File: src/core/sig_pkg.sv
// Constants, field layouts and carrier types for the signaling channel
// access block. Assumes a 25 MHz system clock and a register port of
// 4 address bits and 8 data bits.
//
// Contract
// Odd downstream slot of a set-up pair repeats the even location's value.
// Op 111X with read/write select 0 writes channel code and data.
// Op 1001 writes only the data field, code field stays as it was.
// Software formats 4-bit values as 11xxxx11 and 6-bit as xxxxxx11.
// 4-bit mode samples the odd upstream slot each frame into the even slot.
// Each 4-bit value change raises the flag and queues the even address.
// Valid queue entries carry a one in the top bit.
// 6/8-bit mode samples each frame or per timer period into the even slot.
// Stable value updates only on two equal samples differing from it.
// Stable value is kept at the odd location of the pair.
// Each stable value change raises the flag and queues the odd address.
// Rate select 1 samples every frame without the timer.
// Rate select 0 needs a started timer; no detection while it stands.
// Received values are ignored while the frame interface is idle.
// Matching preloaded values raise nothing; later changes raise and queue.
// Software reads status, queue, copies address, reads via op 1001.
// Queue holds 9 entries; further changes wait, none is lost.
// Flag clears only when the queue is empty, never on status read.
// Queue clear command empties queue and flag within 2 clocks.
// Timer period is (1 + 7-bit value) times 250 us.
// Reading an empty queue returns a byte with top bit zero.
package sig_pkg;

  // ---------------------------------------------------------------
  // Register offsets
  // ---------------------------------------------------------------
  localparam logic [3:0] OFS_MEM_DATA = 4'h0;
  localparam logic [3:0] OFS_MEM_ADDR = 4'h1;
  localparam logic [3:0] OFS_MEM_CMD = 4'h2;
  localparam logic [3:0] OFS_FIFO = 4'h3;
  localparam logic [3:0] OFS_TIMER = 4'h4;
  localparam logic [3:0] OFS_COMMAND = 4'h5;
  localparam logic [3:0] OFS_OPMODE = 4'h6;
  localparam logic [3:0] OFS_STATUS = 4'h7;
  localparam logic [3:0] OFS_IRQ_STATUS = 4'h8;

  // ---------------------------------------------------------------
  // Field positions and codes
  // ---------------------------------------------------------------
  localparam int CMD_BIT_START = 0;
  localparam int CMD_BIT_CLEAR = 1;
  localparam int OPM_BIT_RUN = 6;
  localparam int IRQ_BIT_FIFO = 6;
  localparam int CODE_BIT_CS = 3;
  localparam logic [3:0] OP_DATA_ONLY = 4'h9;
  localparam logic [2:0] OP_CODE_DATA = 3'h7;
  localparam logic [1:0] MODE_CI4 = 2'h0;
  localparam logic [1:0] MODE_SIG6 = 2'h1;
  localparam logic [7:0] MASK_CI4 = 8'hC3;
  localparam logic [7:0] MASK_SIG6 = 8'h03;
  localparam logic [7:0] RST_BYTE = 8'h00;
  localparam logic [3:0] RST_CODE = 4'h0;

  // ---------------------------------------------------------------
  // Sizes and timing
  // ---------------------------------------------------------------
  localparam int FIFO_DEPTH = 9;
  localparam int FIFO_WIDTH = 8;
  localparam int CM_WORDS = 256;
  localparam int CLK_HZ = 25_000_000;
  localparam int TIMER_STEP_US = 250;
  localparam int TIMER_STEP_CYC = TIMER_STEP_US * (CLK_HZ / 1_000_000);
  localparam logic [12:0] RST_STEP = 13'h0000;
  localparam logic [6:0] RST_TICK = 7'h00;

  // Memory access engine states
  typedef enum logic [0:0] {
    MEM_IDLE = 1'b0,
    MEM_BUSY = 1'b1
  } mem_state_t;

  // Memory command register layout
  typedef struct packed {
    logic read_write_sel;
    logic [3:0] mem_op_code;
    logic [2:0] low;
  } mem_cmd_t;

  // One timeslot of the frame interface, upstream byte with it
  typedef struct packed {
    logic valid;
    logic [6:0] slot;
    logic [7:0] data;
  } ts_up_t;

  // Downstream byte for the timeslot strobed a cycle earlier
  typedef struct packed {
    logic valid;
    logic [6:0] slot;
    logic [7:0] data;
  } ts_dn_t;

endpackage : sig_pkg

File: src/core/change_addr_fifo.sv
// Address queue for detected channel changes.
// Assumes the caller never pushes while full.
`timescale 1ns/10ps
`default_nettype none

module change_addr_fifo #(
  parameter int DEPTH = sig_pkg::FIFO_DEPTH,
  parameter int WIDTH = sig_pkg::FIFO_WIDTH
) (
  // Clock and reset
  input wire logic clk_sys_in,
  input wire logic nrst_in,
  // Control
  input wire logic push_in,
  input wire logic [WIDTH-1:0] push_data_in,
  input wire logic pop_in,
  input wire logic clear_in,
  // State
  output logic [WIDTH-1:0] head_out,
  output logic full_out,
  output logic empty_out
);

  localparam int PW = $clog2(DEPTH + 1);
  localparam logic [PW-1:0] LAST = PW'(DEPTH - 1);
  localparam logic [PW-1:0] FULL = PW'(DEPTH);
  localparam logic [PW-1:0] ZERO = '0;
  localparam logic [PW-1:0] ONE = PW'(1);

  logic [WIDTH-1:0] store [DEPTH];
  logic [PW-1:0] rd_ptr;
  logic [PW-1:0] wr_ptr;
  logic [PW-1:0] count;

  // Popping an empty queue is harmless; head reads as zero then
  wire logic do_pop = pop_in && !empty_out;
  wire logic do_push = push_in && !full_out;
  assign empty_out = (count == ZERO);
  assign full_out = (count == FULL);
  assign head_out = empty_out ? '0 : store[rd_ptr];

  // Pointer and count update; clear beats everything
  always_ff @(posedge clk_sys_in) begin
    if (!nrst_in || clear_in) begin
      rd_ptr <= ZERO;
      wr_ptr <= ZERO;
      count <= ZERO;
    end else begin
      if (do_push) begin
        store[wr_ptr] <= push_data_in;
        wr_ptr <= (wr_ptr == LAST) ? ZERO : wr_ptr + ONE;
      end
      if (do_pop) begin
        rd_ptr <= (rd_ptr == LAST) ? ZERO : rd_ptr + ONE;
      end
      count <= count + (do_push ? ONE : ZERO) - (do_pop ? ONE : ZERO);
    end
  end

endmodule : change_addr_fifo

`default_nettype wire

File: src/core/signaling_channel_access.sv
// Control/signaling channel access: control memory, downstream repeat,
// upstream sampling, double last look, change queue and sampling timer.
// Assumes one timeslot strobe per slot per frame, synchronous inputs.
//
// Added by the designer: the strobed register port and the address map.
`timescale 1ns/10ps
`default_nettype none

module signaling_channel_access #(
  parameter int unsigned STEP_CYCLES = sig_pkg::TIMER_STEP_CYC
) (
  // Clock and reset
  input wire logic clk_sys_in,
  input wire logic nrst_in,
  // Register port
  input wire logic [3:0] reg_addr_in,
  input wire logic [7:0] reg_wdata_in,
  input wire logic reg_wr_in,
  input wire logic reg_rd_in,
  output logic [7:0] reg_rdata_out,
  // Frame interface
  input wire logic frame_start_in,
  input wire sig_pkg::ts_up_t ts_up_in,
  output sig_pkg::ts_dn_t ts_dn_out,
  // Status
  output logic change_fifo_irq_out,
  output logic timer_active_out
);

  // ---------------------------------------------------------------
  // Storage and software registers
  // ---------------------------------------------------------------
  logic [3:0] cm_code [sig_pkg::CM_WORDS];
  logic [7:0] cm_data [sig_pkg::CM_WORDS];
  logic [7:0] mem_data_reg;
  logic [7:0] mem_addr_reg;
  sig_pkg::mem_cmd_t mem_cmd_reg;
  logic [7:0] timer_reg;
  logic [7:0] operation_mode_reg;
  sig_pkg::mem_state_t mem_state;
  logic timer_run;
  logic [12:0] step_cnt;
  logic [6:0] tick_cnt;
  logic sig_due;
  logic sig_frame;

  // ---------------------------------------------------------------
  // Register decode
  // ---------------------------------------------------------------
  wire logic wr_data = reg_wr_in && reg_addr_in == sig_pkg::OFS_MEM_DATA;
  wire logic wr_addr = reg_wr_in && reg_addr_in == sig_pkg::OFS_MEM_ADDR;
  wire logic wr_cmd = reg_wr_in && reg_addr_in == sig_pkg::OFS_MEM_CMD;
  wire logic wr_timer = reg_wr_in && reg_addr_in == sig_pkg::OFS_TIMER;
  wire logic wr_command = reg_wr_in && reg_addr_in == sig_pkg::OFS_COMMAND;
  wire logic wr_opmode = reg_wr_in && reg_addr_in == sig_pkg::OFS_OPMODE;
  wire logic rd_fifo = reg_rd_in && reg_addr_in == sig_pkg::OFS_FIFO;
  wire logic start_cmd = wr_command && reg_wdata_in[sig_pkg::CMD_BIT_START];
  wire logic fifo_clear_cmd = wr_command &&
                              reg_wdata_in[sig_pkg::CMD_BIT_CLEAR];
  wire logic sampling_rate_sel = timer_reg[7];
  wire logic [6:0] timer_value = timer_reg[6:0];
  wire logic operational = operation_mode_reg[sig_pkg::OPM_BIT_RUN];
  wire logic mem_access_active = (mem_state == sig_pkg::MEM_BUSY);

  // ---------------------------------------------------------------
  // Memory access engine decode
  // ---------------------------------------------------------------
  // Frame traffic owns the memory in its cycle, so software waits then
  wire logic mem_go = mem_access_active && !ts_up_in.valid;
  wire logic op_code_data = !mem_cmd_reg.read_write_sel &&
      mem_cmd_reg.mem_op_code[3:1] == sig_pkg::OP_CODE_DATA;
  wire logic op_data_only = !mem_cmd_reg.read_write_sel &&
      mem_cmd_reg.mem_op_code == sig_pkg::OP_DATA_ONLY;
  wire logic op_read = mem_cmd_reg.read_write_sel &&
      mem_cmd_reg.mem_op_code == sig_pkg::OP_DATA_ONLY;
  wire logic [3:0] channel_code_bits = {mem_cmd_reg.mem_op_code[0],
                                        mem_cmd_reg.low};

  // ---------------------------------------------------------------
  // Downstream selection
  // ---------------------------------------------------------------
  wire logic [7:0] dn_ev = {1'b0, ts_up_in.slot[6:1], 1'b0};
  wire logic [7:0] dn_od = {1'b0, ts_up_in.slot};
  wire logic dn_pair = ts_up_in.slot[0] &&
      cm_code[dn_ev][sig_pkg::CODE_BIT_CS] &&
      cm_code[dn_od][sig_pkg::CODE_BIT_CS];
  // Odd slot of a pair repeats the even value every frame
  wire logic [7:0] dn_sel = dn_pair ? cm_data[dn_ev] : cm_data[dn_od];

  // ---------------------------------------------------------------
  // Upstream sampling and change detection
  // ---------------------------------------------------------------
  wire logic [7:0] up_ev = {1'b1, ts_up_in.slot[6:1], 1'b0};
  wire logic [7:0] up_od = {1'b1, ts_up_in.slot};
  wire logic [1:0] up_mode = cm_code[up_ev][2:1];
  wire logic up_ci = (up_mode == sig_pkg::MODE_CI4);
  wire logic up_pair = ts_up_in.slot[0] &&
      cm_code[up_ev][sig_pkg::CODE_BIT_CS] &&
      cm_code[up_od][sig_pkg::CODE_BIT_CS];
  // Unused bits forced to one so compares see only the payload
  wire logic [7:0] samp = up_ci ? (ts_up_in.data | sig_pkg::MASK_CI4) :
      (up_mode == sig_pkg::MODE_SIG6) ?
      (ts_up_in.data | sig_pkg::MASK_SIG6) : ts_up_in.data;
  // Idle interface ignored, so preloads survive activation
  wire logic up_take = ts_up_in.valid && operational && up_pair;
  wire logic ci_take = up_take && up_ci;
  // Window latched under rate select 1 must not outlive a switch to timer
  wire logic sig_take = up_take && !up_ci && sig_frame &&
                        (sampling_rate_sel || timer_run);
  wire logic fifo_full;
  wire logic fifo_empty;
  wire logic [7:0] fifo_head;
  // Change with queue full is left pending at the line
  wire logic ci_change = ci_take && samp != cm_data[up_ev] && !fifo_full;
  // Two equal samples that differ from the stable value
  wire logic sig_change = sig_take && samp == cm_data[up_ev] &&
                          samp != cm_data[up_od] && !fifo_full;
  wire logic fifo_push = ci_change || sig_change;
  // Top bit marks the entry valid and selects upstream
  wire logic [7:0] push_addr = ci_change ? up_ev : up_od;

  // ---------------------------------------------------------------
  // Timer decode
  // ---------------------------------------------------------------
  wire logic step_end = step_cnt == 13'(STEP_CYCLES - 1);
  wire logic tick_fire = timer_run && step_end &&
                         tick_cnt == timer_value;
  // Stopped by a timer write or by leaving run mode
  wire logic next_run = (timer_run || start_cmd) && !wr_timer &&
      !(wr_opmode ? !reg_wdata_in[sig_pkg::OPM_BIT_RUN] : !operational);

  // ---------------------------------------------------------------
  // Read mux
  // ---------------------------------------------------------------
  logic [7:0] rd_mux;
  always_comb begin
    unique case (reg_addr_in)
      sig_pkg::OFS_MEM_DATA: rd_mux = mem_data_reg;
      sig_pkg::OFS_MEM_ADDR: rd_mux = mem_addr_reg;
      sig_pkg::OFS_MEM_CMD: rd_mux = mem_cmd_reg;
      sig_pkg::OFS_FIFO: rd_mux = fifo_head;
      sig_pkg::OFS_TIMER: rd_mux = timer_reg;
      sig_pkg::OFS_OPMODE: rd_mux = operation_mode_reg;
      sig_pkg::OFS_STATUS: rd_mux = {mem_access_active, timer_run, 6'h00};
      sig_pkg::OFS_IRQ_STATUS: rd_mux = {1'b0, !fifo_empty, 6'h00};
      default: rd_mux = sig_pkg::RST_BYTE;
    endcase
  end

  // ---------------------------------------------------------------
  // Change address queue
  // ---------------------------------------------------------------
  change_addr_fifo #(
    .DEPTH(sig_pkg::FIFO_DEPTH),
    .WIDTH(sig_pkg::FIFO_WIDTH)
  ) u_fifo (
    .clk_sys_in(clk_sys_in),
    .nrst_in(nrst_in),
    .push_in(fifo_push),
    .push_data_in(push_addr),
    .pop_in(rd_fifo),
    .clear_in(fifo_clear_cmd),
    .head_out(fifo_head),
    .full_out(fifo_full),
    .empty_out(fifo_empty)
  );

  // ---------------------------------------------------------------
  // Software registers and memory engine
  // ---------------------------------------------------------------
  always_ff @(posedge clk_sys_in) begin
    if (!nrst_in) begin
      mem_addr_reg <= sig_pkg::RST_BYTE;
      mem_cmd_reg <= sig_pkg::RST_BYTE;
      timer_reg <= sig_pkg::RST_BYTE;
      operation_mode_reg <= sig_pkg::RST_BYTE;
      mem_state <= sig_pkg::MEM_IDLE;
    end else begin
      if (wr_addr) mem_addr_reg <= reg_wdata_in;
      if (wr_timer) timer_reg <= reg_wdata_in;
      if (wr_opmode) operation_mode_reg <= reg_wdata_in;
      // Command taken only while idle; a busy write is dropped
      if (wr_cmd && !mem_access_active) begin
        mem_cmd_reg <= reg_wdata_in;
        mem_state <= sig_pkg::MEM_BUSY;
      end else if (mem_go) begin
        mem_state <= sig_pkg::MEM_IDLE;
      end
    end
  end

  // Data register: software write or memory read-back
  always_ff @(posedge clk_sys_in) begin
    if (!nrst_in) begin
      mem_data_reg <= sig_pkg::RST_BYTE;
    end else if (mem_go && op_read) begin
      mem_data_reg <= cm_data[mem_addr_reg];
    end else if (wr_data && !mem_access_active) begin
      mem_data_reg <= reg_wdata_in;
    end
  end

  // Control memory; codes reset so no slot looks set up at start
  always_ff @(posedge clk_sys_in) begin
    if (!nrst_in) begin
      for (int i = 0; i < sig_pkg::CM_WORDS; i++) begin
        cm_code[i] <= sig_pkg::RST_CODE;
      end
    end else if (mem_go && op_code_data) begin
      cm_code[mem_addr_reg] <= channel_code_bits;
      cm_data[mem_addr_reg] <= mem_data_reg;
    end else if (mem_go && op_data_only) begin
      cm_data[mem_addr_reg] <= mem_data_reg;
    end else begin
      if (ci_change || sig_take) cm_data[up_ev] <= samp;
      if (sig_change) cm_data[up_od] <= samp;
    end
  end

  // ---------------------------------------------------------------
  // Sampling timer
  // ---------------------------------------------------------------
  always_ff @(posedge clk_sys_in) begin
    if (!nrst_in || !timer_run) begin
      step_cnt <= sig_pkg::RST_STEP;
      tick_cnt <= sig_pkg::RST_TICK;
    end else if (step_end) begin
      step_cnt <= sig_pkg::RST_STEP;
      tick_cnt <= tick_fire ? sig_pkg::RST_TICK : tick_cnt + 7'h01;
    end else begin
      step_cnt <= step_cnt + 13'h0001;
    end
  end

  // Sample window latched at frame start; expiry set beats clear
  always_ff @(posedge clk_sys_in) begin
    if (!nrst_in) begin
      timer_run <= 1'b0;
      sig_due <= 1'b0;
      sig_frame <= 1'b0;
    end else begin
      timer_run <= next_run;
      sig_due <= tick_fire || (sig_due && !frame_start_in);
      if (frame_start_in) begin
        sig_frame <= sampling_rate_sel || sig_due;
      end
    end
  end

  // ---------------------------------------------------------------
  // Registered outputs
  // ---------------------------------------------------------------
  always_ff @(posedge clk_sys_in) begin
    if (!nrst_in) begin
      reg_rdata_out <= sig_pkg::RST_BYTE;
      ts_dn_out <= '0;
      change_fifo_irq_out <= 1'b0;
      timer_active_out <= 1'b0;
    end else begin
      reg_rdata_out <= reg_rd_in ? rd_mux : sig_pkg::RST_BYTE;
      ts_dn_out <= {ts_up_in.valid, ts_up_in.slot, dn_sel};
      change_fifo_irq_out <= !fifo_empty;
      timer_active_out <= timer_run;
    end
  end

  // ---------------------------------------------------------------
  // Assertions
  // ---------------------------------------------------------------
  property p_dn_repeat;
    @(posedge clk_sys_in) disable iff (!nrst_in)
    ts_up_in.valid && dn_pair |=>
      ts_dn_out.data == cm_data[{1'b0, ts_dn_out.slot[6:1], 1'b0}];
  endproperty
  a_dn_repeat: assert property (p_dn_repeat)
    else $error("odd slot not repeating even value");

  property p_code_write;
    @(posedge clk_sys_in) disable iff (!nrst_in)
    mem_go && op_code_data |=>
      cm_code[$past(mem_addr_reg)] == $past(channel_code_bits) &&
      cm_data[$past(mem_addr_reg)] == $past(mem_data_reg) &&
      !mem_access_active;
  endproperty
  a_code_write: assert property (p_code_write)
    else $error("code and data write failed");

  property p_data_write;
    @(posedge clk_sys_in) disable iff (!nrst_in)
    mem_go && op_data_only |=>
      cm_data[$past(mem_addr_reg)] == $past(mem_data_reg) &&
      cm_code[$past(mem_addr_reg)] == $past(cm_code[mem_addr_reg]);
  endproperty
  a_data_write: assert property (p_data_write)
    else $error("data only write wrong");

  property p_entry_valid;
    @(posedge clk_sys_in) disable iff (!nrst_in)
    fifo_push |=> ##[0:20] !fifo_empty && fifo_head[7];
  endproperty
  a_entry_valid: assert property (p_entry_valid)
    else $error("queue entry without valid bit");

  property p_empty_read;
    @(posedge clk_sys_in) disable iff (!nrst_in)
    rd_fifo && fifo_empty |=> reg_rdata_out[7] == 1'b0;
  endproperty
  a_empty_read: assert property (p_empty_read)
    else $error("empty queue read shows valid bit");

  property p_clear;
    @(posedge clk_sys_in) disable iff (!nrst_in)
    fifo_clear_cmd |=> ##1 !change_fifo_irq_out;
  endproperty
  a_clear: assert property (p_clear)
    else $error("flag not cleared by queue clear");

  property p_flag_hold;
    @(posedge clk_sys_in) disable iff (!nrst_in)
    $fell(change_fifo_irq_out) |-> $past(fifo_empty);
  endproperty
  a_flag_hold: assert property (p_flag_hold)
    else $error("flag fell with entries left");

  property p_idle_ignore;
    @(posedge clk_sys_in) disable iff (!nrst_in)
    !operational |-> !fifo_push;
  endproperty
  a_idle_ignore: assert property (p_idle_ignore)
    else $error("change taken while interface idle");

  property p_timer_gate;
    @(posedge clk_sys_in) disable iff (!nrst_in)
    sig_change |-> sig_frame && $past(sampling_rate_sel || timer_run, 1);
  endproperty
  a_timer_gate: assert property (p_timer_gate)
    else $error("signaling change without sample window");

  property p_double_look;
    @(posedge clk_sys_in) disable iff (!nrst_in)
    sig_change |=> cm_data[$past(up_od)] == cm_data[$past(up_ev)];
  endproperty
  a_double_look: assert property (p_double_look)
    else $error("stable value not equal to last samples");

endmodule : signaling_channel_access

`default_nettype wire

File: config.mk
export PLATFORM = sky130hd
export DESIGN_NAME = signaling_channel_access
export DESIGN_NICKNAME = d
export VERILOG_FILES = /design/src/core/sig_pkg.sv /design/src/core/change_addr_fifo.sv /design/src/core/signaling_channel_access.sv
export SDC_FILE = /design/constraint.sdc
export NUM_CORES = 2
export LEC_CHECK = 0
export BUFFER_PORTS_ARGS = -buffer_cell sky130_fd_sc_hd__buf_4
export CAP_MARGIN = 20
export CORE_MARGIN = 2
export CORE_UTILIZATION = 30
export CTS_CLUSTER_DIAMETER = 50
export CTS_CLUSTER_SIZE = 40
export DETAILED_ROUTE_END_ITERATION = 6
export PLACE_DENSITY = 0.47
export SLEW_MARGIN = 20
export SYNTH_ARGS = -nofsm -noshare
export SYNTH_HDL_FRONTEND = slang
export SYNTH_SLANG_ARGS = --single-unit
File: constraint.sdc
create_clock -name clk_sys_in -period 11 [get_ports clk_sys_in]
set_clock_uncertainty 0.2 [all_clocks]
set_input_delay 1.1 -clock clk_sys_in [delete_from_list [all_inputs] [get_ports clk_sys_in]]
set_output_delay 1.1 -clock clk_sys_in [all_outputs]
set_load 0.01 [all_outputs]
==> run metrics <==
Clock Pin Slew Worst Setup and Hold Paths=0.06 ns; vias=92900; Die X=692 microns; Critical Path End Type=register; final WL=593000 microns; count of cell types in the netlist=84; leak pwr=54.5 nW; die area=479000 sq um; drt pass-1 iters=7; vias in the first global route=91100; Min Hold Slack=0.0866 ns; share of layout cells above drive strength 1=40.1%; post-CTS resize count=0; largest register by flop count=cm_data; crit path buf inv count=4; final-report hold violation count=0; FP Rows=252; kind of critical path=in -> reg; final net count=8663; Top delay family on crit path=simple AND/OR/NAND/NOR gates; MaxCap Viol Count=0; Hold Buf Count CTS=0; EDFF count, synth=2495; Initial Utilization=30.1%; commonest non-fill, non-tap cell in the layout=edfxtp_1; flip-flop count of the largest register after layout=2048; RSZ-0062 raised after global routing=no; total CTS buffers=364; Async SR Flop Fraction=0%; DRT iter0 DRCs=13300; post-route DRC violation count=0; Post-DRT Antenna Nets=0; Total GRT Usage=24.1%; Slowest cell on crit path=o22ai_1; Worst-Margin Slew=1.32 ns; Arrival @ worst endpoint=8.82 ns; setup bufs post-CTS=0; first-pass GRT wire length=803000 microns; Yosys warning count=0; routability cong.=0.957; CP dominant cell by count=buf_4; syn avg cell area=16.3 sq um; Final HPWL DP=390000 microns; Synth Instances=8707; Critical Path Fanout Max=60; Mapped Area=142000 sq um; fin crit share=76.5%; max-slew violations=0; area delta synth->final=14.6%; Seq cells post-synth=2609; register area share after synthesis=54.4%; maximum vdd drop=133 uV; max incr delay on CP=1.17 ns; Max Clock Freq=119 MHz; most frequent cells in the layout=edfxtp_1, mux4_2, mux2_2; Die Span Y=692 microns; status=finished clean; Largest regs=cm_data (2048), cm_code (384), u_fifo.store (63); vias per inst=6.12; Critical Path, Cell by Cell=buf_6 -> buf_4 -> nor2b_2 -> buf_4 -> a22o_1 -> o21ai_0 -> o2111ai_1 -> nand3_1 -> nor3_1 -> nand4bb_1 -> nor3_1 -> a211oi_4 -> buf_4 -> nand3_1 -> o22ai_1; H-tree depth=5; Post-Layout Inst Area=163000 sq um; total negative slack=0 ns; WL/cell=39.1 microns; Clock Sink Count=2609; Placed Area=150000 sq um; total gr overflow=0; CTS Buffer Depth=4; overall power=24.8 mW; Startpoint Class=primary input; final setup violation count=0; min Tclk post-route=8.41 ns; Power Density=152 nW/um^2; initial antenna violation count=34; final core occ=34.5%; Max-Slew Margin vs Limit=12.0%; IO buf count=58; Core ar.=471000 sq um; WP data required=11.41 ns; Root Driver=clkbuf_16; TritonCTS clock tree=yes; worst min path class=in -> reg; largest net degree at the start of global routing=148; Syn Nets=8756; I/O Pins=59; Worst-Skew Late Latency=1.01 ns; top_reg_cell synth=edfxtp_1
[metrics by stage]
stage / instances / setup slack (ns)
4_1_cts: 15200 / 3.04
3_3_place_gp: 14500 / 2.04
3_5_place_dp: 14500 / 1.99
2_1_floorplan: 8707 / 2.23
5_1_grt: 15200 / 2.80
6_report: 15200 / 2.59
[final cells by class]
class                           instances  area [sq um]
Fill cell                           44600        309000
Sequential cell                      2609         77200
Multi-Input combinational cell       5066         60500
Clock buffer                          396          9400
Tap cell                             6223          7790
Timing Repair Buffer                  548          4550
Clock inverter                        286          3210
Inverter                               25           101
Antenna cell                           27          67.6
[power by group]
group | internal (mW) | switching, mW
Clock | 7.17 | 5.26
Sequential | 10.8 | 0.0370
Combinational | 0.506 | 0.977
[Yosys cell counts, types with 7 or more instances]
master | n | area share (%)
xnor2_1 | 22 | 0.14
a22oi_1 | 104 | 0.55
nor4_1 | 12 | 0.053
nor3_1 | 35 | 0.12
ha_1 | 15 | 0.13
mux2_2 | 666 | 5.3
nor2_1 | 626 | 1.7
o211a_1 | 9 | 0.063
a22o_1 | 12 | 0.074
buf_2 | 220 | 0.78
nor2b_1 | 59 | 0.26
nand3_1 | 96 | 0.34
and3_1 | 13 | 0.057
o22ai_1 | 196 | 0.86
a221oi_1 | 26 | 0.16
or2_2 | 13 | 0.057
mux4_1 | 7 | 0.13
a211oi_1 | 11 | 0.058
nand2b_1 | 20 | 0.088
buf_1 | 119 | 0.31
inv_1 | 22 | 0.058
dfxtp_1 | 114 | 1.6
nand4_1 | 16 | 0.070
mux2i_1 | 320 | 2.3
buf_4 | 93 | 0.49
buf_6 | 26 | 0.21
o21ai_0 | 301 | 1.1
clkbuf_1 | 545 | 1.4
mux4_2 | 1611 | 26
a21oi_1 | 451 | 1.6
edfxtp_1 | 2495 | 53
a31oi_1 | 9 | 0.040
a21boi_0 | 11 | 0.058
xor2_1 | 14 | 0.086
or3_1 | 8 | 0.035
and2_1 | 32 | 0.14
nand2_1 | 242 | 0.64
[metal layers]
metal  up-vias  share of wire (%)  wire [microns]  track usage, %
met2      5457                 46          274000            37.8
met1     50300                 39          230000            31.5
met3      1118                 10           59000            6.21
li1      36000                  -               -               -
met4        16                5.1           30500            10.7
met5         -              0.013              79               0
[cells by family (layout without fill, tap and decap cells)]
kind of cell / after synthesis / after routing / share of synthesized area (%)
compound gates: 1203 / 1203 / 4.99
xor+xnor: 36 / 36 / 0.222
fa+ha+maj: 16 / 16 / 0.146
buf+inv: 1032 / 1255 / 3.34
flops: 2609 / 2609 / 54.4
mux: 2604 / 2604 / 33.2
other cells: 0 / 27 / 0
simple gates: 1207 / 1207 / 3.73
[final timing paths]
kind / slack, ns / to / cells after the start / startpoint
worst max-delay path: 2.59 / cm_data[168][5] / 15 / ts_up_in[13]
worst min-delay path: 0.09 / sig_frame / 2 / frame_start_in
worst max register to register: 3.45 / cm_data[168][5] / 12 / cm_code[154][2]
worst min register to register: 0.28 / step_cnt[0] / 1 / step_cnt[0]
Power figures use the tool's default switching activity.
